$ cat src/rtl/ctl_io_pkg.sv
// shared constants and carriers for the control i/o block
package ctl_io_pkg;

  // ----------------------------------------------------------------
  // register bus
  // ----------------------------------------------------------------
  localparam int ADDR_W = 5;
  localparam int DATA_W = 32;
  localparam logic [4:0] CFG_ADDR = 5'h00;
  localparam logic [4:0] JUDGE_ADDR = 5'h04;
  localparam logic [4:0] DMAX_ADDR = 5'h08;
  localparam logic [4:0] CTRL_ADDR = 5'h0c;
  localparam logic [4:0] STATUS_ADDR = 5'h10;
  localparam logic [4:0] COUNT_ADDR = 5'h14;

  // ----------------------------------------------------------------
  // configuration fields
  // ----------------------------------------------------------------
  localparam int CFG_TWO_PHASE = 0;
  localparam int CFG_DAC_CURRENT = 1;
  localparam int CFG_WORK_EXT = 2;
  localparam int CFG_ZONE_EXT = 3;
  localparam int CFG_BEGIN_EXT = 4;
  localparam int CFG_END_EXT = 5;
  localparam int CFG_LEVEL_STYLE = 6;
  localparam int CFG_ZONE_EN_LSB = 8;
  localparam int CFG_WORK_LSB = 16;
  localparam logic [31:0] CFG_RESET = 32'h0000_1f00;

  // control strobe bits
  localparam int CTRL_START = 0;
  localparam int CTRL_STOP = 1;
  localparam int CTRL_DISP_ZERO = 2;

  // status fields
  localparam int ST_RUN = 0;
  localparam int ST_DONE = 1;
  localparam int ST_CONT = 2;
  localparam int ST_UNIT_FAULT = 3;
  localparam int ST_SENSOR_FAULT = 4;
  localparam int ST_WORK_LSB = 8;
  localparam int ST_ZONE_LSB = 16;
  localparam int ST_PINS_LSB = 19;

  // ----------------------------------------------------------------
  // sizes, limits and timing
  // ----------------------------------------------------------------
  localparam int ZONES = 5;
  localparam int WORK_W = 4;
  localparam int SAMPLE_W = 24;
  localparam int JUDGE_W = 11;
  localparam logic [23:0] RANGE_UVV = 24'h000c80;
  localparam logic [23:0] DMAX_RESET = 24'h01869f;
  localparam int CLK_NS = 25;
  localparam int FILTER_NS = 500;
  localparam int FILTER_CYC = (FILTER_NS + CLK_NS - 1) / CLK_NS;

  // ----------------------------------------------------------------
  // carriers
  // ----------------------------------------------------------------
  typedef struct packed {
    logic backlight;
    logic touch_lock;
    logic restart;
    logic [3:0] work;
    logic zone;
    logic clear;
    logic inhibit;
    logic start_stop;
    logic disp_zero;
    logic dig_zero;
  } ctl_pins_t;

  typedef struct packed {
    logic band_hi;
    logic band_ok;
    logic band_lo;
    logic high_high_limit;
    logic load_hi;
    logic load_ok;
    logic load_lo;
    logic low_low_limit;
    logic disp_hi;
    logic disp_ok;
    logic disp_lo;
  } judge_t;

  typedef enum logic [1:0] {
    MS_IDLE = 2'b01,
    MS_RUN = 2'b10
  } meas_state_t;

endpackage : ctl_io_pkg

$ cat src/rtl/pin_filter.sv
// three-stage synchroniser with stability filter for external pins
`timescale 1ns/1ps
module pin_filter #(
  parameter int W = 1,
  parameter int STABLE = 1
) (
  input wire logic clock,
  input wire logic rst,
  input wire logic ce,
  input wire logic [W-1:0] pin,
  output logic [W-1:0] level
);
  localparam int CW = $clog2(STABLE + 1);

  if (W < 1 || STABLE < 1) begin : g_chk
    $error("pin_filter: W and STABLE must be at least 1");
  end

  logic [W-1:0] s1_q, s2_q, s3_q;
  logic [CW-1:0] cnt_q [W];

  // sync chain; open pins rest high, so reset to ones
  always_ff @(posedge clock) begin
    if (rst) begin
      s1_q <= '1;
      s2_q <= '1;
      s3_q <= '1;
    end else if (ce) begin
      s1_q <= pin;
      s2_q <= s1_q;
      s3_q <= s2_q;
    end
  end

  // level follows once stages two and three agree for STABLE cycles
  always_ff @(posedge clock) begin
    if (rst) begin
      level <= '1;
      for (int i = 0; i < W; i++) cnt_q[i] <= '0;
    end else if (ce) begin
      for (int i = 0; i < W; i++) begin
        if (s2_q[i] != s3_q[i] || s3_q[i] == level[i]) begin
          cnt_q[i] <= '0;
        end else if (cnt_q[i] == CW'(STABLE - 1)) begin
          level[i] <= s3_q[i];
          cnt_q[i] <= '0;
        end else begin
          cnt_q[i] <= cnt_q[i] + 1'b1;
        end
      end
    end
  end
endmodule : pin_filter

$ cat src/rtl/pulse_counter.sv
// displacement pulse counter, single phase or quadrature
`timescale 1ns/1ps
module pulse_counter #(
  parameter int CNT_W = 32
) (
  input wire logic clock,
  input wire logic rst,
  input wire logic ce,
  input wire logic a_on,
  input wire logic b_on,
  input wire logic two_phase,
  input wire logic zero,
  output logic [CNT_W-1:0] count
);
  if (CNT_W < 2) begin : g_chk
    $error("pulse_counter: CNT_W must be at least 2");
  end

  logic a_q, b_q;

  function automatic logic [CNT_W-1:0] step(input logic [CNT_W-1:0] c, input logic up);
    step = up ? c + 1'b1 : c - 1'b1;
  endfunction : step

  // both phases moving in one cycle is illegal, so it is dropped
  always_ff @(posedge clock) begin
    if (rst) begin
      a_q <= 1'b0;
      b_q <= 1'b0;
      count <= '0;
    end else if (ce) begin
      a_q <= a_on;
      b_q <= b_on;
      if (zero) begin
        count <= '0;
      end else if (!two_phase) begin
        if (a_on && !a_q) count <= step(count, 1'b1);
      end else if (a_on != a_q && b_on == b_q) begin
        count <= step(count, a_on != b_on);
      end else if (b_on != b_q && a_on == a_q) begin
        count <= step(count, a_on == b_on);
      end
    end
  end

  single_up_a: assert property (@(posedge clock) disable iff (rst)
    ce && !zero && !two_phase && a_on && !a_q |=> count == $past(count) + 1'b1)
    else $error("single phase count did not step up");

  quad_dir_a: assert property (@(posedge clock) disable iff (rst)
    ce && !zero && two_phase && a_on && !a_q && !b_on && !b_q
    |=> count == $past(count) + 1'b1)
    else $error("quadrature count did not step up with a leading");
endmodule : pulse_counter

$ cat src/rtl/control_io_pulse_counter.sv
// control i/o top: pin conditioning, judgment drive, measurement control
//
// Local design decisions: the strobed register port and the register offsets.
`timescale 1ns/1ps
// Overview of operation
// - pulse pin high is off, low on
// - single phase counts up on a turning on
// - two phase counts on every edge of either, not of both at once
// - one setting picks voltage or current output
// - unit fault when bridge exceeds range
// - sensor fault when beyond display maximum
// - done once measurement ends and ready again
// - band and zone judgments on their outputs
// - backlight lit while its input is on
// - touch ignored while lockout input is on
// - restart input restarts the unit
// - work pins used only when source external
// - work pins binary weighted, number is code+1
// - zone pin steps among enabled zones only
// - clear empties judgments, starts continuous judging
// - inhibit forces all judgment outputs off
// - start/stop pin acts only when selected
// - edge style toggles on each turn-on
// - level style runs while the pin on
// - displacement zero input zeroes the count
// - digital zero input zeroes the load
module control_io_pulse_counter #(
  parameter int CNT_W = 32
) (
  input wire logic clock,
  input wire logic rst,
  input wire logic ce,
  input wire logic [ctl_io_pkg::ADDR_W-1:0] addr,
  input wire logic [ctl_io_pkg::DATA_W-1:0] wdata,
  input wire logic wr,
  input wire logic rd,
  output logic [ctl_io_pkg::DATA_W-1:0] rdata,
  input wire ctl_io_pkg::ctl_pins_t pin_ctl,
  input wire logic pin_a,
  input wire logic pin_b,
  input wire logic signed [ctl_io_pkg::SAMPLE_W-1:0] bridge_uvv,
  input wire logic signed [ctl_io_pkg::SAMPLE_W-1:0] load_value,
  output logic unit_fault,
  output logic sensor_fault,
  output logic meas_done,
  output logic measuring,
  output ctl_io_pkg::judge_t judge_out,
  output logic cont_judge,
  output logic backlight_on,
  output logic touch_lock,
  output logic restart_pulse,
  output logic load_zero_pulse,
  output logic [ctl_io_pkg::WORK_W:0] work_num,
  output logic [2:0] zone_num,
  output logic dac_volt_en,
  output logic dac_curr_en,
  output logic [CNT_W-1:0] disp_count
);
  localparam int SW = ctl_io_pkg::SAMPLE_W;
  localparam int WW = ctl_io_pkg::WORK_W;
  localparam int NZ = ctl_io_pkg::ZONES;
  localparam int CTL_W = $bits(ctl_io_pkg::ctl_pins_t);

  if (CNT_W < 2 || CNT_W > ctl_io_pkg::DATA_W) begin : g_chk
    $error("control_io_pulse_counter: CNT_W must be 2 to 32");
  end

  // ----------------------------------------------------------------
  // helpers
  // ----------------------------------------------------------------
  function automatic logic [SW-1:0] mag(input logic signed [SW-1:0] v);
    mag = v[SW-1] ? SW'(-v) : SW'(v);
  endfunction : mag

  function automatic logic [WW:0] work_of(input logic [WW-1:0] code);
    work_of = {1'b0, code} + 1'b1;
  endfunction : work_of

  // next enabled zone after the current one, or stay if none
  function automatic logic [2:0] next_zone(input logic [2:0] z, input logic [NZ-1:0] en);
    logic [2:0] c;
    next_zone = z;
    c = z;
    for (int i = 0; i < NZ; i++) begin
      c = (c == 3'(NZ - 1)) ? 3'h0 : c + 3'h1;
      if (en[c] && next_zone == z) next_zone = c;
    end
  endfunction : next_zone

  // ----------------------------------------------------------------
  // pin conditioning
  // ----------------------------------------------------------------
  ctl_io_pkg::ctl_pins_t ctl_lvl;
  ctl_io_pkg::ctl_pins_t ctl_on;
  ctl_io_pkg::ctl_pins_t ctl_prev_q;
  ctl_io_pkg::ctl_pins_t ctl_rise;
  ctl_io_pkg::ctl_pins_t ctl_fall;
  logic [1:0] pulse_lvl;
  logic a_on, b_on;

  // control pins get the long filter; contacts may bounce
  pin_filter #(.W(CTL_W), .STABLE(ctl_io_pkg::FILTER_CYC)) u_ctl_filter (
    .clock(clock),
    .rst(rst),
    .ce(ce),
    .pin(pin_ctl),
    .level(ctl_lvl)
  );

  // pulse pins only synchronised, a long filter would eat counts
  pin_filter #(.W(2), .STABLE(1)) u_pulse_filter (
    .clock(clock),
    .rst(rst),
    .ce(ce),
    .pin({pin_a, pin_b}),
    .level(pulse_lvl)
  );

  // pins are pulled to common_return when asserted, so low is on
  assign ctl_on = ~ctl_lvl;
  assign a_on = ~pulse_lvl[1];
  assign b_on = ~pulse_lvl[0];

  // edge detection on the filtered levels
  always_ff @(posedge clock) begin
    if (rst) ctl_prev_q <= '0;
    else if (ce) ctl_prev_q <= ctl_on;
  end

  assign ctl_rise = ctl_on & ~ctl_prev_q;
  assign ctl_fall = ~ctl_on & ctl_prev_q;

  // ----------------------------------------------------------------
  // register file
  // ----------------------------------------------------------------
  logic [31:0] cfg_q;
  ctl_io_pkg::judge_t judge_q;
  logic [SW-1:0] dmax_q;
  logic wr_cfg, wr_judge, wr_dmax, wr_ctrl;
  logic sw_start, sw_stop, sw_disp_zero;

  assign wr_cfg = wr && addr == ctl_io_pkg::CFG_ADDR;
  assign wr_judge = wr && addr == ctl_io_pkg::JUDGE_ADDR;
  assign wr_dmax = wr && addr == ctl_io_pkg::DMAX_ADDR;
  assign wr_ctrl = wr && addr == ctl_io_pkg::CTRL_ADDR;
  assign sw_start = wr_ctrl && wdata[ctl_io_pkg::CTRL_START];
  assign sw_stop = wr_ctrl && wdata[ctl_io_pkg::CTRL_STOP];
  assign sw_disp_zero = wr_ctrl && wdata[ctl_io_pkg::CTRL_DISP_ZERO];

  // configuration word
  always_ff @(posedge clock) begin
    if (rst) cfg_q <= ctl_io_pkg::CFG_RESET;
    else if (ce && wr_cfg) cfg_q <= wdata;
  end

  // display maximum used for the sensor fault
  always_ff @(posedge clock) begin
    if (rst) dmax_q <= ctl_io_pkg::DMAX_RESET;
    else if (ce && wr_dmax) dmax_q <= wdata[SW-1:0];
  end

  // judgments from the measurement core; the clear pin beats a write
  always_ff @(posedge clock) begin
    if (rst) judge_q <= '0;
    else if (ce && ctl_rise.clear) judge_q <= '0;
    else if (ce && wr_judge) judge_q <= wdata[ctl_io_pkg::JUDGE_W-1:0];
  end

  // ----------------------------------------------------------------
  // measurement start and stop
  // ----------------------------------------------------------------
  ctl_io_pkg::meas_state_t st_q, st_d;
  logic begin_ext, end_ext, level_style, ext_stop;

  assign begin_ext = cfg_q[ctl_io_pkg::CFG_BEGIN_EXT];
  assign end_ext = cfg_q[ctl_io_pkg::CFG_END_EXT];
  assign level_style = cfg_q[ctl_io_pkg::CFG_LEVEL_STYLE];
  // edge style stops on the next turn-on, level style on turn-off
  assign ext_stop = level_style ? ctl_fall.start_stop : ctl_rise.start_stop;

  always_comb begin
    st_d = st_q;
    case (st_q)
      ctl_io_pkg::MS_IDLE: begin
        if (sw_start || (begin_ext && ctl_rise.start_stop)) st_d = ctl_io_pkg::MS_RUN;
      end
      ctl_io_pkg::MS_RUN: begin
        if (sw_stop || (end_ext && ext_stop)) st_d = ctl_io_pkg::MS_IDLE;
      end
      default: st_d = ctl_io_pkg::MS_IDLE;
    endcase
  end

  always_ff @(posedge clock) begin
    if (rst) st_q <= ctl_io_pkg::MS_IDLE;
    else if (ce) st_q <= st_d;
  end

  // done rises when a run ends and clears when the next one starts
  always_ff @(posedge clock) begin
    if (rst) begin
      meas_done <= 1'b0;
      measuring <= 1'b0;
    end else if (ce) begin
      measuring <= st_d == ctl_io_pkg::MS_RUN;
      if (st_q == ctl_io_pkg::MS_RUN && st_d == ctl_io_pkg::MS_IDLE) meas_done <= 1'b1;
      else if (st_d == ctl_io_pkg::MS_RUN) meas_done <= 1'b0;
    end
  end

  // continuous judging starts on clear and ends with a new run
  always_ff @(posedge clock) begin
    if (rst) cont_judge <= 1'b0;
    else if (ce && ctl_rise.clear) cont_judge <= 1'b1;
    else if (ce && st_d == ctl_io_pkg::MS_RUN && st_q == ctl_io_pkg::MS_IDLE)
      cont_judge <= 1'b0;
  end

  // ----------------------------------------------------------------
  // judgment and fault outputs
  // ----------------------------------------------------------------
  // inhibit and clear both mask, so no stale result leaks out
  always_ff @(posedge clock) begin
    if (rst) judge_out <= '0;
    else if (ce && (ctl_on.inhibit || ctl_rise.clear)) judge_out <= '0;
    else if (ce) judge_out <= judge_q;
  end

  always_ff @(posedge clock) begin
    if (rst) begin
      unit_fault <= 1'b0;
      sensor_fault <= 1'b0;
    end else if (ce) begin
      unit_fault <= mag(bridge_uvv) > ctl_io_pkg::RANGE_UVV;
      sensor_fault <= mag(load_value) > dmax_q;
    end
  end

  // one setting steers both enables, so they never overlap
  always_ff @(posedge clock) begin
    if (rst) begin
      dac_volt_en <= 1'b1;
      dac_curr_en <= 1'b0;
    end else if (ce) begin
      dac_curr_en <= cfg_q[ctl_io_pkg::CFG_DAC_CURRENT];
      dac_volt_en <= !cfg_q[ctl_io_pkg::CFG_DAC_CURRENT];
    end
  end

  // ----------------------------------------------------------------
  // panel, restart and zero commands
  // ----------------------------------------------------------------
  always_ff @(posedge clock) begin
    if (rst) begin
      backlight_on <= 1'b0;
      touch_lock <= 1'b0;
      restart_pulse <= 1'b0;
      load_zero_pulse <= 1'b0;
    end else if (ce) begin
      backlight_on <= ctl_on.backlight;
      touch_lock <= ctl_on.touch_lock;
      restart_pulse <= ctl_rise.restart;
      load_zero_pulse <= ctl_rise.dig_zero;
    end
  end

  // ----------------------------------------------------------------
  // work and zone selection
  // ----------------------------------------------------------------
  always_ff @(posedge clock) begin
    if (rst) work_num <= work_of('0);
    else if (ce && cfg_q[ctl_io_pkg::CFG_WORK_EXT]) work_num <= work_of(ctl_on.work);
    else if (ce) work_num <= work_of(cfg_q[ctl_io_pkg::CFG_WORK_LSB +: WW]);
  end

  // one step per turn-on; a zone with judging off is skipped
  always_ff @(posedge clock) begin
    if (rst) zone_num <= '0;
    else if (ce && cfg_q[ctl_io_pkg::CFG_ZONE_EXT] && ctl_rise.zone)
      zone_num <= next_zone(zone_num, cfg_q[ctl_io_pkg::CFG_ZONE_EN_LSB +: NZ]);
  end

  // ----------------------------------------------------------------
  // displacement counter
  // ----------------------------------------------------------------
  pulse_counter #(.CNT_W(CNT_W)) u_counter (
    .clock(clock),
    .rst(rst),
    .ce(ce),
    .a_on(a_on),
    .b_on(b_on),
    .two_phase(cfg_q[ctl_io_pkg::CFG_TWO_PHASE]),
    .zero(ctl_rise.disp_zero || sw_disp_zero),
    .count(disp_count)
  );

  // ----------------------------------------------------------------
  // read port
  // ----------------------------------------------------------------
  logic [31:0] status;

  always_comb begin
    status = '0;
    status[ctl_io_pkg::ST_RUN] = measuring;
    status[ctl_io_pkg::ST_DONE] = meas_done;
    status[ctl_io_pkg::ST_CONT] = cont_judge;
    status[ctl_io_pkg::ST_UNIT_FAULT] = unit_fault;
    status[ctl_io_pkg::ST_SENSOR_FAULT] = sensor_fault;
    status[ctl_io_pkg::ST_WORK_LSB +: WW + 1] = work_num;
    status[ctl_io_pkg::ST_ZONE_LSB +: 3] = zone_num;
    status[ctl_io_pkg::ST_PINS_LSB +: CTL_W] = ctl_on;
  end

  // data stand only in the cycle after the read strobe
  always_ff @(posedge clock) begin
    if (rst) begin
      rdata <= '0;
    end else if (ce) begin
      rdata <= '0;
      if (rd) begin
        case (addr)
          ctl_io_pkg::CFG_ADDR: rdata <= cfg_q;
          ctl_io_pkg::JUDGE_ADDR: rdata <= 32'(judge_q);
          ctl_io_pkg::DMAX_ADDR: rdata <= 32'(dmax_q);
          ctl_io_pkg::STATUS_ADDR: rdata <= status;
          ctl_io_pkg::COUNT_ADDR: rdata <= 32'(disp_count);
          default: rdata <= '0;
        endcase
      end
    end
  end

  // ----------------------------------------------------------------
  // checks
  // ----------------------------------------------------------------
  dac_select_a: assert property (@(posedge clock) disable iff (rst)
    ce |=> dac_curr_en == $past(cfg_q[ctl_io_pkg::CFG_DAC_CURRENT]) && dac_volt_en != dac_curr_en)
    else $error("analog output enables wrong");

  unit_range_a: assert property (@(posedge clock) disable iff (rst)
    ce |=> unit_fault == (mag($past(bridge_uvv)) > ctl_io_pkg::RANGE_UVV))
    else $error("unit fault does not match bridge range");

  done_after_a: assert property (@(posedge clock) disable iff (rst)
    ce && st_q == ctl_io_pkg::MS_RUN && st_d == ctl_io_pkg::MS_IDLE |=> meas_done && !measuring)
    else $error("done missing after run end");

  clear_judge_a: assert property (@(posedge clock) disable iff (rst)
    ce && ctl_rise.clear |=> judge_out == '0 && cont_judge && judge_q == '0)
    else $error("clear left judgments active");

  inhibit_out_a: assert property (@(posedge clock) disable iff (rst)
    ce && ctl_on.inhibit |=> judge_out == '0)
    else $error("judgment output active under inhibit");

  work_ext_a: assert property (@(posedge clock) disable iff (rst)
    ce && cfg_q[ctl_io_pkg::CFG_WORK_EXT] |=> work_num == {1'b0, $past(ctl_on.work)} + 1'b1)
    else $error("external work number wrong");

  edge_start_a: assert property (@(posedge clock) disable iff (rst)
    ce && !level_style && begin_ext && ctl_rise.start_stop && st_q == ctl_io_pkg::MS_IDLE
    |=> st_q == ctl_io_pkg::MS_RUN ##1 measuring)
    else $error("edge start did not start measurement");

  level_stop_a: assert property (@(posedge clock) disable iff (rst)
    ce && level_style && end_ext && ctl_fall.start_stop && st_q == ctl_io_pkg::MS_RUN
    |=> st_q == ctl_io_pkg::MS_IDLE)
    else $error("level release did not stop measurement");

  backlight_a: assert property (@(posedge clock) disable iff (rst)
    ce |=> backlight_on == $past(ctl_on.backlight) && touch_lock == $past(ctl_on.touch_lock))
    else $error("backlight or touch lock does not follow pin");

  restart_a: assert property (@(posedge clock) disable iff (rst)
    restart_pulse |-> $past(ctl_rise.restart) ##1 !restart_pulse || !ce)
    else $error("restart pulse without cause or too long");
endmodule : control_io_pulse_counter

$ cat config.mk
export PLATFORM = sky130hd
export DESIGN_NAME = control_io_pulse_counter
export DESIGN_NICKNAME = d
export VERILOG_FILES = /design/src/rtl/ctl_io_pkg.sv /design/src/rtl/pin_filter.sv /design/src/rtl/pulse_counter.sv /design/src/rtl/control_io_pulse_counter.sv
export SDC_FILE = /design/constraint.sdc
export NUM_CORES = 1
export LEC_CHECK = 0
export CORE_MARGIN = 1.5
export CORE_UTILIZATION = 25
export CTS_CLUSTER_SIZE = 16
export DETAILED_ROUTE_END_ITERATION = 10
export DONT_BUFFER_PORTS = 1
export GPL_ROUTABILITY_DRIVEN = 0
export PLACE_DENSITY = 0.4
export SYNTH_ARGS = -nofsm -noshare
export SYNTH_HDL_FRONTEND = slang
export SYNTH_HIERARCHICAL = 1
export SYNTH_SLANG_ARGS = --single-unit
export TNS_END_PERCENT = 1
$ cat constraint.sdc
create_clock -name clock -period 4.45 [get_ports clock]
set_input_delay 0.6675 -clock clock [delete_from_list [all_inputs] [get_ports clock]]
set_output_delay 0.6675 -clock clock [all_outputs]
set_load 0.02 [all_outputs]
==> Implementation_results.wiki, run 1 <==
{| class="wikitable"
! Metric !! Value
|-
| Clock transition time at the flip-flop clock pins of the worst setup and hold paths || 0.07 ns
|-
| Total routing resource utilization after global routing || 16.55%
|-
| Number of antenna violations at the first check in global routing || 3
|-
| Multiplexer share of the synthesized area || about 2.5%
|-
| Port Buffers || 0
|-
| Count of max-cap constraint violations || 0
|-
| Cell family with most CP delay || compound AO/OA/AOI/OAI gates
|-
| Max-Slew Margin vs Limit || 25.03%
|-
| Number of synthesis warnings || 6
|-
| Placement Setup Slack || about 0.18 ns
|-
| Post-detailed-route DRC marker count || 0
|-
| Initial Utilization || between 20 and 30%
|-
| Peak supply drop || 0.2341 mV
|-
| Die Footprint || around 0.07 sq mm
|-
| Transition time at the pin with the least slew margin || ~1.1 ns
|-
| Layout Skew || around 0.025 ns
|-
| Detail Placement HPWL || ~44000 microns
|-
| Switching pwr || roughly 1400 uW
|-
| Buffers and inverters on the worst path || 1
|-
| Unique masters post-synth || around 110
|-
| First-pass iteration count of the detailed router || 6
|-
| TritonCTS clock tree || built
|-
| X dimension of the die || 264.0 microns
|-
| Total grt overflow || 0
|-
| Seq pwr share || 46.8%
|-
| Mapped Avg Cell Area || roughly 8.6 sq um
|-
| Commonest cells after routing, fill and taps aside || sky130_fd_sc_hd__dfxtp_1, sky130_fd_sc_hd__nand2_1, sky130_fd_sc_hd__nor2_1
|-
| Number of CTS-inserted buffers || 37
|-
| Largest fanout on the critical path || 11
|-
| Longest Clk Path Bufs || 3
|-
| Type of the tightest min-delay check || in -> reg
|-
| Top achievable clock speed || around 240 MHz
|-
| Number of vias per cell || 5.263
|-
| Combinational family with the most area after synthesis || simple AND/OR/NAND/NOR gates
|-
| Die height || 264.0 microns
|-
| Total number of H-tree levels || 2
|-
| Share of the clock period used by the worst path || approximately 95%
|-
| EDFF count, synth || 67
|-
| I/O pin count || roughly 200
|-
| Cell Pwr Density || roughly 320 mW/mm^2
|-
| Via count of the first global-routing pass || between 10000 and 15000
|-
| Synthesis-to-layout area growth || 12.53%
|-
| Leakage || a little under 0.007 uW
|-
| Seq cells post-synth || a little under 300
|-
| Post-synthesis share of cell area spent on and, or, nand and nor gates || between 20 and 25%
|-
| Worst setup EP type || flop
|-
| Final slew viol count || 0
|-
| CTS Hold Buffers Added || 0
|-
| CORE AREA || 0.06728 sq mm
|-
| Leading cell type in the layout, fill and taps excluded || sky130_fd_sc_hd__dfxtp_1
|-
| Sink Count || roughly 300
|-
| Number of design-rule violations left by the first detailed-router iteration || around 1200
|-
| Share of power burned in the clock network || 48.7%
|-
| Final Setup Violations || 0
|-
| Worst setup SP type || flop
|-
| Remaining number of nets flagged by the antenna check after routing || 0
|-
| Crit path time final || between 4 and 5 ns
|-
| Synthesized-area fraction occupied by ao, oa, aoi and oai cells || around a fifth
|-
| Number of inserted diodes || 0
|-
| Most used flip-flop cell after synthesis || sky130_fd_sc_hd__dfxtp_1
|-
| Post-detailed-routing wire length || 59690 microns
|-
| Xor-xnor portion of the synthesized cell area || under 10%
|-
| Final hold viol count || 0
|-
| Global-route wire length before repair || between 80000 and 90000 microns
|-
| Clk Latency, worst-skew pair || ~0.55 ns
|-
| Cell with the largest stage delay on the worst path || sky130_fd_sc_hd__a2111oi_4
|-
| Required time of the critical path || about 4.9 ns
|-
| Share of cells above drive strength 1 || 8.121%
|-
| Maximum number of pins on one net before global-route repair || about 220
|-
| Data arrival time at the worst-slack endpoint || approximately 4.7 ns
|-
| Fraction of power spent switching nets || between 20% and 30%
|-
| Final routed wire length divided by cell count || between 20 and 25 microns
|-
| Number of nets in the final layout || approximately 2100
|-
| Synthesized netlist cell count || just under 2000
|-
| Post-synthesis async set-or-reset flop share || 0%
|-
| Internal Pwr Total || 4770 uW
|-
| Outcome || completed
|-
| WS Path Type || reg -> reg
|-
| Cell Area, Synth || between 0.015 and 0.02 sq mm
|-
| Slack of the critical path || ~0.21 ns
|-
| Cell-by-cell trace of the critical path || buf_4, ha_1, a21o_1, a22oi_2, ha_1, a311o_1, o32ai_4, a2111oi_4, o2111ai_2, nor3_4, mux2_4, a311o_1, and2_4, a211oi_2, nor4_2
|-
| Cell row count || 95
|-
| Max incr delay on CP || 0.43 ns
|-
| Cell at the root of the clock tree || sky130_fd_sc_hd__clkbuf_16
|-
| Part of the Yosys area used for sequential elements || 38.98%
|-
| Gate power share || around 4.6%
|-
| Routed via count || roughly 15000
|-
| TNS Setup || 0 ns
|-
| Adder and majority gate portion of the synthesized area || 3.881%
|}
==> path summary, 6_finish.rpt <==
check                                start                                 to  slack [ns]  cells after the start
setup / recovery  zone_num[0]$_SDFFE_PP0P_           zone_num[1]$_SDFFE_PP0P_        0.21                     15
setup reg to reg  zone_num[0]$_SDFFE_PP0P_           zone_num[1]$_SDFFE_PP0P_        0.21                     15
hold reg to reg     cfg_q[29]$_SDFFE_PP0P_             cfg_q[29]$_SDFFE_PP0P_        0.45                      2
hold / removal                  pin_ctl[1]  u_ctl_filter/s1_q[1]$_SDFFE_PP1P_        0.23                      1
==> power groups by stage <==
| stage | sequential (uW) | clock, uW | combinational, uW |
|---|---|---|---|
| floorplan | 2940 | 0 | 284 |
| global route | 2910 | 3220 | 321 |
| detailed placement | 2960 | 0 | 284 |
| global placement | 2960 | 0 | 282 |
| CTS | 2900 | 3140 | 287 |
| finish | 2900 | 3020 | 284 |
==> per-stage QoR <==
stage	std cells	cell area, sq um	util, %	power (uW)	hold WS, ns
final	2831	19160	28.48	6205	0.2348
after global routing	2831	19160	28.48	6451	0.2008
after CTS	2831	19100	28.39	6326	0.1931
after detailed placement	2764	17890	26.59	3245	0.4418
after global placement	2764	17890	26.59	3240	0.4400
after floorplan	1975	17030	-	3220	0.4274
==> state kept, by name (all words and copies together) (netlist names), 3 cells and up <==
signal,count
u_ctl_filter/s1_q,13
u_ctl_filter/s2_q,13
cfg_q,32
work_num,5
u_ctl_filter/level,13
u_counter/count,32
u_ctl_filter/cnt_q,65
judge_q,11
zone_num,3
judge_out,11
rdata,32
ctl_prev_q,6
dmax_q,24
u_ctl_filter/s3_q,13
==> synth_stat cells (31+ instances only) <==
library cell / instances / area [sq um]
sky130_fd_sc_hd__nand2_1: 228 / 855.8
sky130_fd_sc_hd__nor2b_1: 57 / 356.6
sky130_fd_sc_hd__mux2i_1: 31 / 310.3
sky130_fd_sc_hd__dfxtp_1: 231 / 4624
sky130_fd_sc_hd__nor2_1: 202 / 758.2
sky130_fd_sc_hd__ha_1: 52 / 650.6
sky130_fd_sc_hd__o21ai_0: 68 / 340.3
sky130_fd_sc_hd__a211o_1: 59 / 516.8
sky130_fd_sc_hd__a22oi_1: 39 / 292.8
sky130_fd_sc_hd__nor3_1: 42 / 210.2
sky130_fd_sc_hd__nand3_1: 53 / 265.3
sky130_fd_sc_hd__clkbuf_1: 92 / 345.3
sky130_fd_sc_hd__inv_1: 69 / 259.0
sky130_fd_sc_hd__xnor2_1: 44 / 385.4
sky130_fd_sc_hd__edfxtp_1: 67 / 2012
sky130_fd_sc_hd__a21oi_1: 115 / 575.6
==> final cells by class <==
cell class / instances / area, sq um
sequential: 298 / 6639
fill: 7169 / 48120
clock inverter: 9 / 82.58
tap: 873 / 1092
timing repair buffer: 36 / 270.3
clock buffer: 58 / 1127
multi-input combinational: 1486 / 9679
inverter: 71 / 266.5
==> logic make-up (layout without fill, tap and decap cells) <==
kind of cell | after synthesis | in the layout
AO/OA/AOI/OAI | 498 | 498
XOR/XNOR | 73 | 73
adder cells (fa/ha/maj) | 53 | 53
buffers and inverters | 191 | 174
flip-flops | 298 | 298
multiplexers | 41 | 41
other | 1 | 2
AND/OR/NAND/NOR | 819 | 819
==> repair_timing <==
item	in CTS	in global routing
buffers inserted	0	0
hold endpoints to repair	0	0
setup endpoints to repair	0	3
gates resized for setup	0	9
==> layer usage <==
layer | share of wire, % | global-route usage (%) | routed length (microns) | vias to the layer above
met1 | 44 | 21.32 | 26540 | 7229
li1 | - | - | - | 7204
met2 | 47 | 27.28 | 27810 | 395
met4 | 1.8 | 3.992 | 1060 | 4
met5 | 0.044 | 0 | 26 | -
met3 | 7.1 | 4.558 | 4253 | 67
No activity file was read; power rests on OpenSTA's default activity.
==> run 2: changes to the inputs <==
--- a/constraint.sdc
+++ b/constraint.sdc
@@ -3,2 +3,2 @@
 set_output_delay 0.6675 -clock clock [all_outputs]
-set_load 0.02 [all_outputs]
+set_load 0.005 [all_outputs]
==> run 2 against run 1 <==
  * Global-route usage hardly changed
  * Die area unchanged
  * Flip-flop and latch count unchanged
  * Via count rose by 0.56%
  * Hold slack worse by 0.018 ns
  * Worst setup slack got worse by 0.016 ns
  * Design area is 0.69% lower
==> Implementation_results.wiki, run 2 (synthesis results as in run 1) <==
{| class="wikitable"
! Metric !! Value
|-
| Number of nets in the final layout || 2082 (-0.24%)
|-
| Leading cell type in the layout, fill and taps excluded || sky130_fd_sc_hd__dfxtp_1
|-
| Via count of the first global-routing pass || 14017 (+0.079%)
|-
| Number of CTS-inserted buffers || 36 (-2.7%)
|-
| Cell at the root of the clock tree || sky130_fd_sc_hd__clkbuf_16
|-
| Clk Latency, worst-skew pair || 0.56 ns (about the same)
|-
| Maximum number of pins on one net before global-route repair || 219 (unchanged)
|-
| Final slew viol count || 0 (unchanged)
|-
| Port Buffers || 0 (unchanged)
|-
| First-pass iteration count of the detailed router || 10 (+4)
|-
| Global-route wire length before repair || 89240 microns (+0.26%)
|-
| Final hold viol count || 0 (unchanged)
|-
| Max-Slew Margin vs Limit || 30.72% (+5.7 points)
|-
| Most flops, register || u_ctl_filter/cnt_q
|-
| Final std cell area, no fill || 0.01903 sq mm (-0.69%)
|-
| Worst setup SP type || flop
|-
| Remaining number of nets flagged by the antenna check after routing || 0 (unchanged)
|-
| Number of inserted diodes || 0 (unchanged)
|-
| Post-detailed-route DRC marker count || 0 (unchanged)
|-
| Crit path time final || 4.253 ns (+0.01637 ns)
|-
| Total grt overflow || 0 (unchanged)
|-
| Post-route worst hold slack || 0.2165 ns (-0.01828 ns)
|-
| Layout Skew || 0.01727 ns (-0.007776 ns)
|-
| TritonCTS clock tree || built
|-
| Share of cells above drive strength 1 || 7.531% (-0.59 points)
|-
| Sink Count || 298 (unchanged)
|-
| Cell Pwr Density || 317.6 mW/mm^2 (-1.9%)
|-
| Sequential cell area || 0.006636 sq mm (about the same)
|-
| Number of antenna violations at the first check in global routing || 0 (-3)
|-
| Synthesis-to-layout area growth || 11.76%
|-
| CTS Hold Buffers Added || 0 (unchanged)
|-
| Max FFs per register || 65 (unchanged)
|-
| Number of inserted filler cells in the final layout || 7154 (-0.21%)
|-
| R2r startpoint || zone_num[1]$_SDFFE_PP0P_
|-
| Leakage || 0.006651 uW (-1.2%)
|-
| Number of vias per cell || 5.304 (+0.78%)
|-
| Hold EP || restart_pulse$_SDFFE_PP0P_
|-
| Share of the clock period used by the worst path || 95.57% (+0.37 points)
|-
| Detail Placement HPWL || 43620 microns (+0.12%)
|-
| X dimension of the die || 264.0 microns (unchanged)
|-
| Longest Clk Path Bufs || 3 (unchanged)
|-
| Die height || 264.0 microns (unchanged)
|-
| Cell row count || 95 (unchanged)
|-
| Required time of the critical path || 4.88 ns (about the same)
|-
| Util after Layout || 28.28% (-0.20 points)
|-
| Type of the tightest min-delay check || in -> reg
|-
| Placement Setup Slack || 0.1196 ns (-0.06027 ns)
|-
| Worst R2R End || zone_num[1]$_SDFFE_PP0P_
|-
| Post-DP Area || 0.01785 sq mm (-0.22%)
|-
| R2R cell count || 15 (unchanged)
|-
| WS Path Type || reg -> reg
|-
| Clock transition time at the flip-flop clock pins of the worst setup and hold paths || 0.06 ns (about the same)
|-
| Commonest cells after routing, fill and taps aside || sky130_fd_sc_hd__dfxtp_1, sky130_fd_sc_hd__nand2_1, sky130_fd_sc_hd__nor2_1
|-
| Transition time at the pin with the least slew margin || 1.039 ns (-0.07518 ns)
|-
| Final routed wire length divided by cell count || 21.08 microns (about the same)
|-
| Slack of the critical path || 0.1973 ns (-0.01637 ns)
|-
| I/O pin count || 199 (unchanged)
|-
| Worst setup EP type || flop
|-
| Total routing resource utilization after global routing || 16.58% (+0.029 points)
|-
| Count of max-cap constraint violations || 0 (unchanged)
|-
| CORE AREA || 0.06728 sq mm (unchanged)
|-
| TNS Setup || 0 ns (unchanged)
|-
| Die Footprint || 0.06967 sq mm (unchanged)
|-
| Outcome || completed
|-
| Routed via count || 14983 (+0.56%)
|-
| Data arrival time at the worst-slack endpoint || 4.69 ns (+0.03 ns)
|-
| Peak supply drop || 0.2583 mV (+10%)
|-
| Initial Utilization || 25.30% (unchanged)
|-
| Hold Path Depth || 1 (unchanged)
|-
| Largest fanout on the critical path || 4 (-7)
|-
| Post-detailed-routing wire length || 59540 microns (-0.26%)
|-
| Total number of H-tree levels || 2 (unchanged)
|-
| Number of design-rule violations left by the first detailed-router iteration || 1235 (+3.8%)
|-
| Register-to-register path setup slack || 0.20 ns (-0.02 ns)
|-
| Top achievable clock speed || 235.1 MHz (-0.39%)
|-
| Final Setup Violations || 0 (unchanged)
|-
| Startpoint of the tightest hold check path || rst
|-
| Area occupied by multi-input gates || 0.009667 sq mm (-0.13%)
|}
==> run 2: critical path: stages (launching register included) <==
cell and delay [ns]:
sky130_fd_sc_hd__dfxtp_1 0.36, sky130_fd_sc_hd__inv_1 0.07, sky130_fd_sc_hd__ha_1 0.19, sky130_fd_sc_hd__a21o_1 0.23, sky130_fd_sc_hd__ha_2 0.38, sky130_fd_sc_hd__mux2_2 0.37, sky130_fd_sc_hd__a221oi_1 0.25, sky130_fd_sc_hd__a2111oi_1 0.15
sky130_fd_sc_hd__a2111oi_4 0.41, sky130_fd_sc_hd__o2111ai_2 0.22, sky130_fd_sc_hd__nor3_4 0.27, sky130_fd_sc_hd__mux2_4 0.34, sky130_fd_sc_hd__a311o_1 0.40, sky130_fd_sc_hd__and2_4 0.19, sky130_fd_sc_hd__a211oi_2 0.24, sky130_fd_sc_hd__nor4_2 0.07
==> run 2: worst max-delay path by stage <==
stage	slack [ns]	startpoint	cells after the start	to
after floorplan	0.005	zone_num[1]$_SDFFE_PP0P_	16	zone_num[1]$_SDFFE_PP0P_
after global placement	0.24	zone_num[1]$_SDFFE_PP0P_	16	zone_num[2]$_SDFFE_PP0P_
after detailed placement	0.12	zone_num[1]$_SDFFE_PP0P_	16	zone_num[2]$_SDFFE_PP0P_
after CTS	0.11	zone_num[1]$_SDFFE_PP0P_	16	zone_num[2]$_SDFFE_PP0P_
after global routing	-0.04	zone_num[1]$_SDFFE_PP0P_	15	zone_num[1]$_SDFFE_PP0P_
final	0.20	zone_num[1]$_SDFFE_PP0P_	15	zone_num[1]$_SDFFE_PP0P_
==> run 2: power by group <==
group          total, uW  internal [uW]  switching (uW)  leakage (uW)
registers           2900           2830            67.6       0.00262
logic                280            138             143       0.00348
clock network       2860           1630            1230      0.000547
total               6040           4600            1440       0.00665
==> run 2: routing by layer <==
metal | up-vias | track usage (%) | wire length [microns]
met1 | 7305 | 21.16 | 26270
met2 | 408 | 27.32 | 27710
met3 | 71 | 4.577 | 4264
met4 | 0 | 4.520 | 1298
met5 | - | 0 | 0
li1 | 7199 | - | -
==> run 2: layout make-up <==
type | instances | share of cell area (%)
well taps | 873 | 5.741
flip-flops and latches | 298 | 34.88
clock inverters | 9 | 0.4012
clock buffers | 56 | 5.504
inverters | 71 | 1.401
multi-input cells | 1486 | 50.81
repair buffers | 32 | 1.263
==> run 2: what timing repair did <==
action                                  4_1_cts  5_1_grt
resized for setup                             0        9
endpoints found under the setup margin        0        3
buffers inserted                              0        1
==> run 2: stage by stage <==
step | total power [uW] | std cells
finish | 6042 | 2825
global route | 6314 | 2825
CTS | 6175 | 2824
detailed placement | 3238 | 2759
global placement | 3234 | 2759
floorplan | 3215 | 1975
==> run 3: changes to the inputs <==
- PLACE_DENSITY: 0.4 -> 0.41
==> run 3 against run 2 <==
  * Maximum frequency increased by 0.15%
  * Sequential share of layout area about the same
  * Non-clock buffer count decreased by 2
  * Hold slack improved by 0.022 ns
  * Clock skew increased by 0.00095 ns
  * Critical path type unchanged
==> Implementation_results.wiki, run 3 (synthesis results as in run 1) <==
{| class="wikitable"
! Metric !! Value
|-
| Post-detailed-route DRC marker count || 0 (unchanged)
|-
| Number of antenna violations at the first check in global routing || 5 (+5)
|-
| Crit path time final || 4.246 ns (-0.006362 ns)
|-
| WS Path Type || reg -> reg
|-
| Final Setup Violations || 0 (unchanged)
|-
| Post-route worst hold slack || 0.2385 ns (+0.02191 ns)
|-
| Count of max-cap constraint violations || 0 (unchanged)
|-
| Post-detailed-routing wire length || 59890 microns (+0.59%)
|-
| Via count of the first global-routing pass || 13921 (-0.68%)
|-
| Cell at the root of the clock tree || sky130_fd_sc_hd__clkbuf_16
|-
| Initial Utilization || 25.30% (unchanged)
|-
| Max-Slew Margin vs Limit || 25.84% (-4.9 points)
|-
| Final hold viol count || 0 (unchanged)
|-
| Most flops, register || u_ctl_filter/cnt_q
|-
| Number of design-rule violations left by the first detailed-router iteration || 1275 (+3.2%)
|-
| Required time of the critical path || 4.90 ns (+0.02 ns)
|-
| Maximum number of pins on one net before global-route repair || 219 (unchanged)
|-
| Share of cells above drive strength 1 || 7.121% (-0.41 points)
|-
| Global-route wire length before repair || 89030 microns (-0.23%)
|-
| Final routed wire length divided by cell count || 21.19 microns (+0.56%)
|-
| Clock transition time at the flip-flop clock pins of the worst setup and hold paths || 0.06 ns (about the same)
|-
| Largest fanout on the critical path || 7 (+3)
|-
| Share of power burned in the clock network || 48.4% (+1.0 points)
|-
| Commonest cells after routing, fill and taps aside || sky130_fd_sc_hd__dfxtp_1, sky130_fd_sc_hd__nand2_1, sky130_fd_sc_hd__nor2_1
|-
| Clk Latency, worst-skew pair || 0.55 ns (about the same)
|-
| Outcome || completed
|-
| Synthesis-to-layout area growth || 11.85% (about the same)
|-
| Total grt overflow || 0 (unchanged)
|-
| Final slew viol count || 0 (unchanged)
|-
| Number of inserted filler cells in the final layout || 7185 (+0.43%)
|-
| Fraction of power spent switching nets || 22.96% (-0.87 points)
|-
| TNS Setup || 0 ns (unchanged)
|-
| Share of the clock period used by the worst path || 95.42% (-0.14 points)
|-
| Remaining number of nets flagged by the antenna check after routing || 0 (unchanged)
|-
| Count of non-filler cells in the finished layout || 2826 (+0.035%)
|-
| Worst setup EP type || flop
|-
| Area occupied by multi-input gates || 0.009628 sq mm (-0.40%)
|-
| Max FFs per register || 65 (unchanged)
|-
| Total routing resource utilization after global routing || 16.63% (+0.046 points)
|-
| Routed via count || 14893 (-0.60%)
|-
| Data arrival time at the worst-slack endpoint || 4.70 ns (about the same)
|-
| First-pass iteration count of the detailed router || 9 (-1)
|-
| Sequential cell area || 0.006636 sq mm (unchanged)
|-
| Type of the tightest min-delay check || in -> reg
|-
| Number of nets in the final layout || 2082 (unchanged)
|-
| Number of vias per cell || 5.270 (-0.64%)
|-
| Port Buffers || 0 (unchanged)
|-
| Top achievable clock speed || 235.5 MHz (+0.15%)
|-
| Worst setup SP type || flop
|-
| I/O pin count || 199 (unchanged)
|-
| Detail Placement HPWL || 43670 microns (+0.11%)
|-
| X dimension of the die || 264.0 microns (unchanged)
|-
| Number of CTS-inserted buffers || 38 (+5.6%)
|-
| Longest Clk Path Bufs || 3 (unchanged)
|-
| Cell row count || 95 (unchanged)
|-
| Total number of H-tree levels || 2 (unchanged)
|-
| Leading cell type in the layout, fill and taps excluded || sky130_fd_sc_hd__dfxtp_1
|-
| RSZ-0062 raised after global routing || no
|-
| Leakage || 0.006682 uW (+0.46%)
|-
| Layout Skew || 0.01821 ns (+0.0009471 ns)
|-
| Placed instance count || 2758 (-0.036%)
|-
| Die height || 264.0 microns (unchanged)
|-
| Seq pwr share || 47.0% (-1.0 points)
|-
| CORE AREA || 0.06728 sq mm (unchanged)
|-
| Switching pwr || 1415 uW (-1.7%)
|-
| Die Footprint || 0.06967 sq mm (unchanged)
|-
| Peak supply drop || 0.2104 mV (-19%)
|-
| Setup Buffers After CTS || 0 (unchanged)
|-
| Transition time at the pin with the least slew margin || 1.112 ns (+0.07327 ns)
|-
| TritonCTS clock tree || built
|-
| Sink Count || 298 (unchanged)
|-
| Cell Pwr Density || 323.6 mW/mm^2 (+1.9%)
|-
| Internal Pwr Total || 4748 uW (+3.2%)
|-
| Gate power share || 4.6% (about the same)
|}
[run 3: cell types whose count changed in the layout (fill, tap and decap cells not counted), sizes merged]
cell | previous run | this run
buf | 32 | 30
bufinv | 0 | 1
diode | 0 | 1
clkinv | 7 | 5
clkbuf | 56 | 61
inv | 72 | 71
clkinvlp | 1 | 0
[run 3: area by class of cell]
type / count / share of cell area [%]
diodes: 1 / 0.01314
well taps: 873 / 5.736
flip-flops and latches: 298 / 34.85
multi-input cells: 1486 / 50.56
clock inverters: 6 / 0.3023
repair buffers: 30 / 1.248
inverters: 71 / 1.400
clock buffers: 61 / 5.887
[run 3: what timing repair did]
action,4_1_cts,5_1_grt
hold buffers,0,0
gates resized for setup,0,2
endpoints found under the setup margin,0,2
endpoints found under the hold margin,0,0
[run 3: worst paths after layout]
kind	start	endpoint	slack (ns)	cells past startpoint
worst max register to register	zone_num[0]$_SDFFE_PP0P_	zone_num[2]$_SDFFE_PP0P_	0.20	15
worst max-delay path	zone_num[0]$_SDFFE_PP0P_	zone_num[2]$_SDFFE_PP0P_	0.20	15
worst min-delay path	rst	touch_lock$_SDFFE_PP0P_	0.24	1
worst min register to register	cfg_q[31]$_SDFFE_PP0P_	cfg_q[31]$_SDFFE_PP0P_	0.45	2
[run 3: metal layers]
layer	GRT usage, %	wire length [microns]	share of wire, %	vias to the layer above
met5	0	39	0.065	-
met4	4.753	1359	2.3	6
met3	4.987	4905	8.2	80
met2	26.83	27740	46	411
met1	21.36	25850	43	7196
li1	-	-	-	7200
[run 3: critical path: stages, from the launching register on]
cell                       delay [ns]
sky130_fd_sc_hd__dfxtp_1         0.33
sky130_fd_sc_hd__inv_1           0.05
sky130_fd_sc_hd__ha_1            0.20
sky130_fd_sc_hd__a21o_1          0.23
sky130_fd_sc_hd__ha_1            0.26
sky130_fd_sc_hd__or3b_1          0.47
sky130_fd_sc_hd__a311o_1         0.40
sky130_fd_sc_hd__o32ai_4         0.25
sky130_fd_sc_hd__mux2i_4         0.44
sky130_fd_sc_hd__mux2i_2         0.34
sky130_fd_sc_hd__mux2_1          0.35
sky130_fd_sc_hd__a22oi_1         0.21
sky130_fd_sc_hd__nor4_2          0.09
sky130_fd_sc_hd__nand2_1         0.10
sky130_fd_sc_hd__o221ai_1        0.15
sky130_fd_sc_hd__a32o_1          0.27
[run 3: metrics by stage]
stage	total power [uW]	setup slack, ns	area, sq um	utilization (%)
2_1_floorplan	3215	0.005232	17030	-
3_3_place_gp	3235	0.2283	17850	26.54
3_5_place_dp	3242	0.2270	17850	26.54
4_1_cts	6284	0.1892	19030	28.29
5_1_grt	6419	0.01481	19040	28.30
6_report	6163	0.2036	19040	28.30
[run 3: power by group through the flow]
stage	Combinational [uW]	Sequential, uW	Clock (uW)
3_3_place_gp	281	2950	0
2_1_floorplan	284	2930	0
5_1_grt	321	2910	3190
4_1_cts	288	2900	3100
6_report	284	2900	2980
3_5_place_dp	286	2960	0
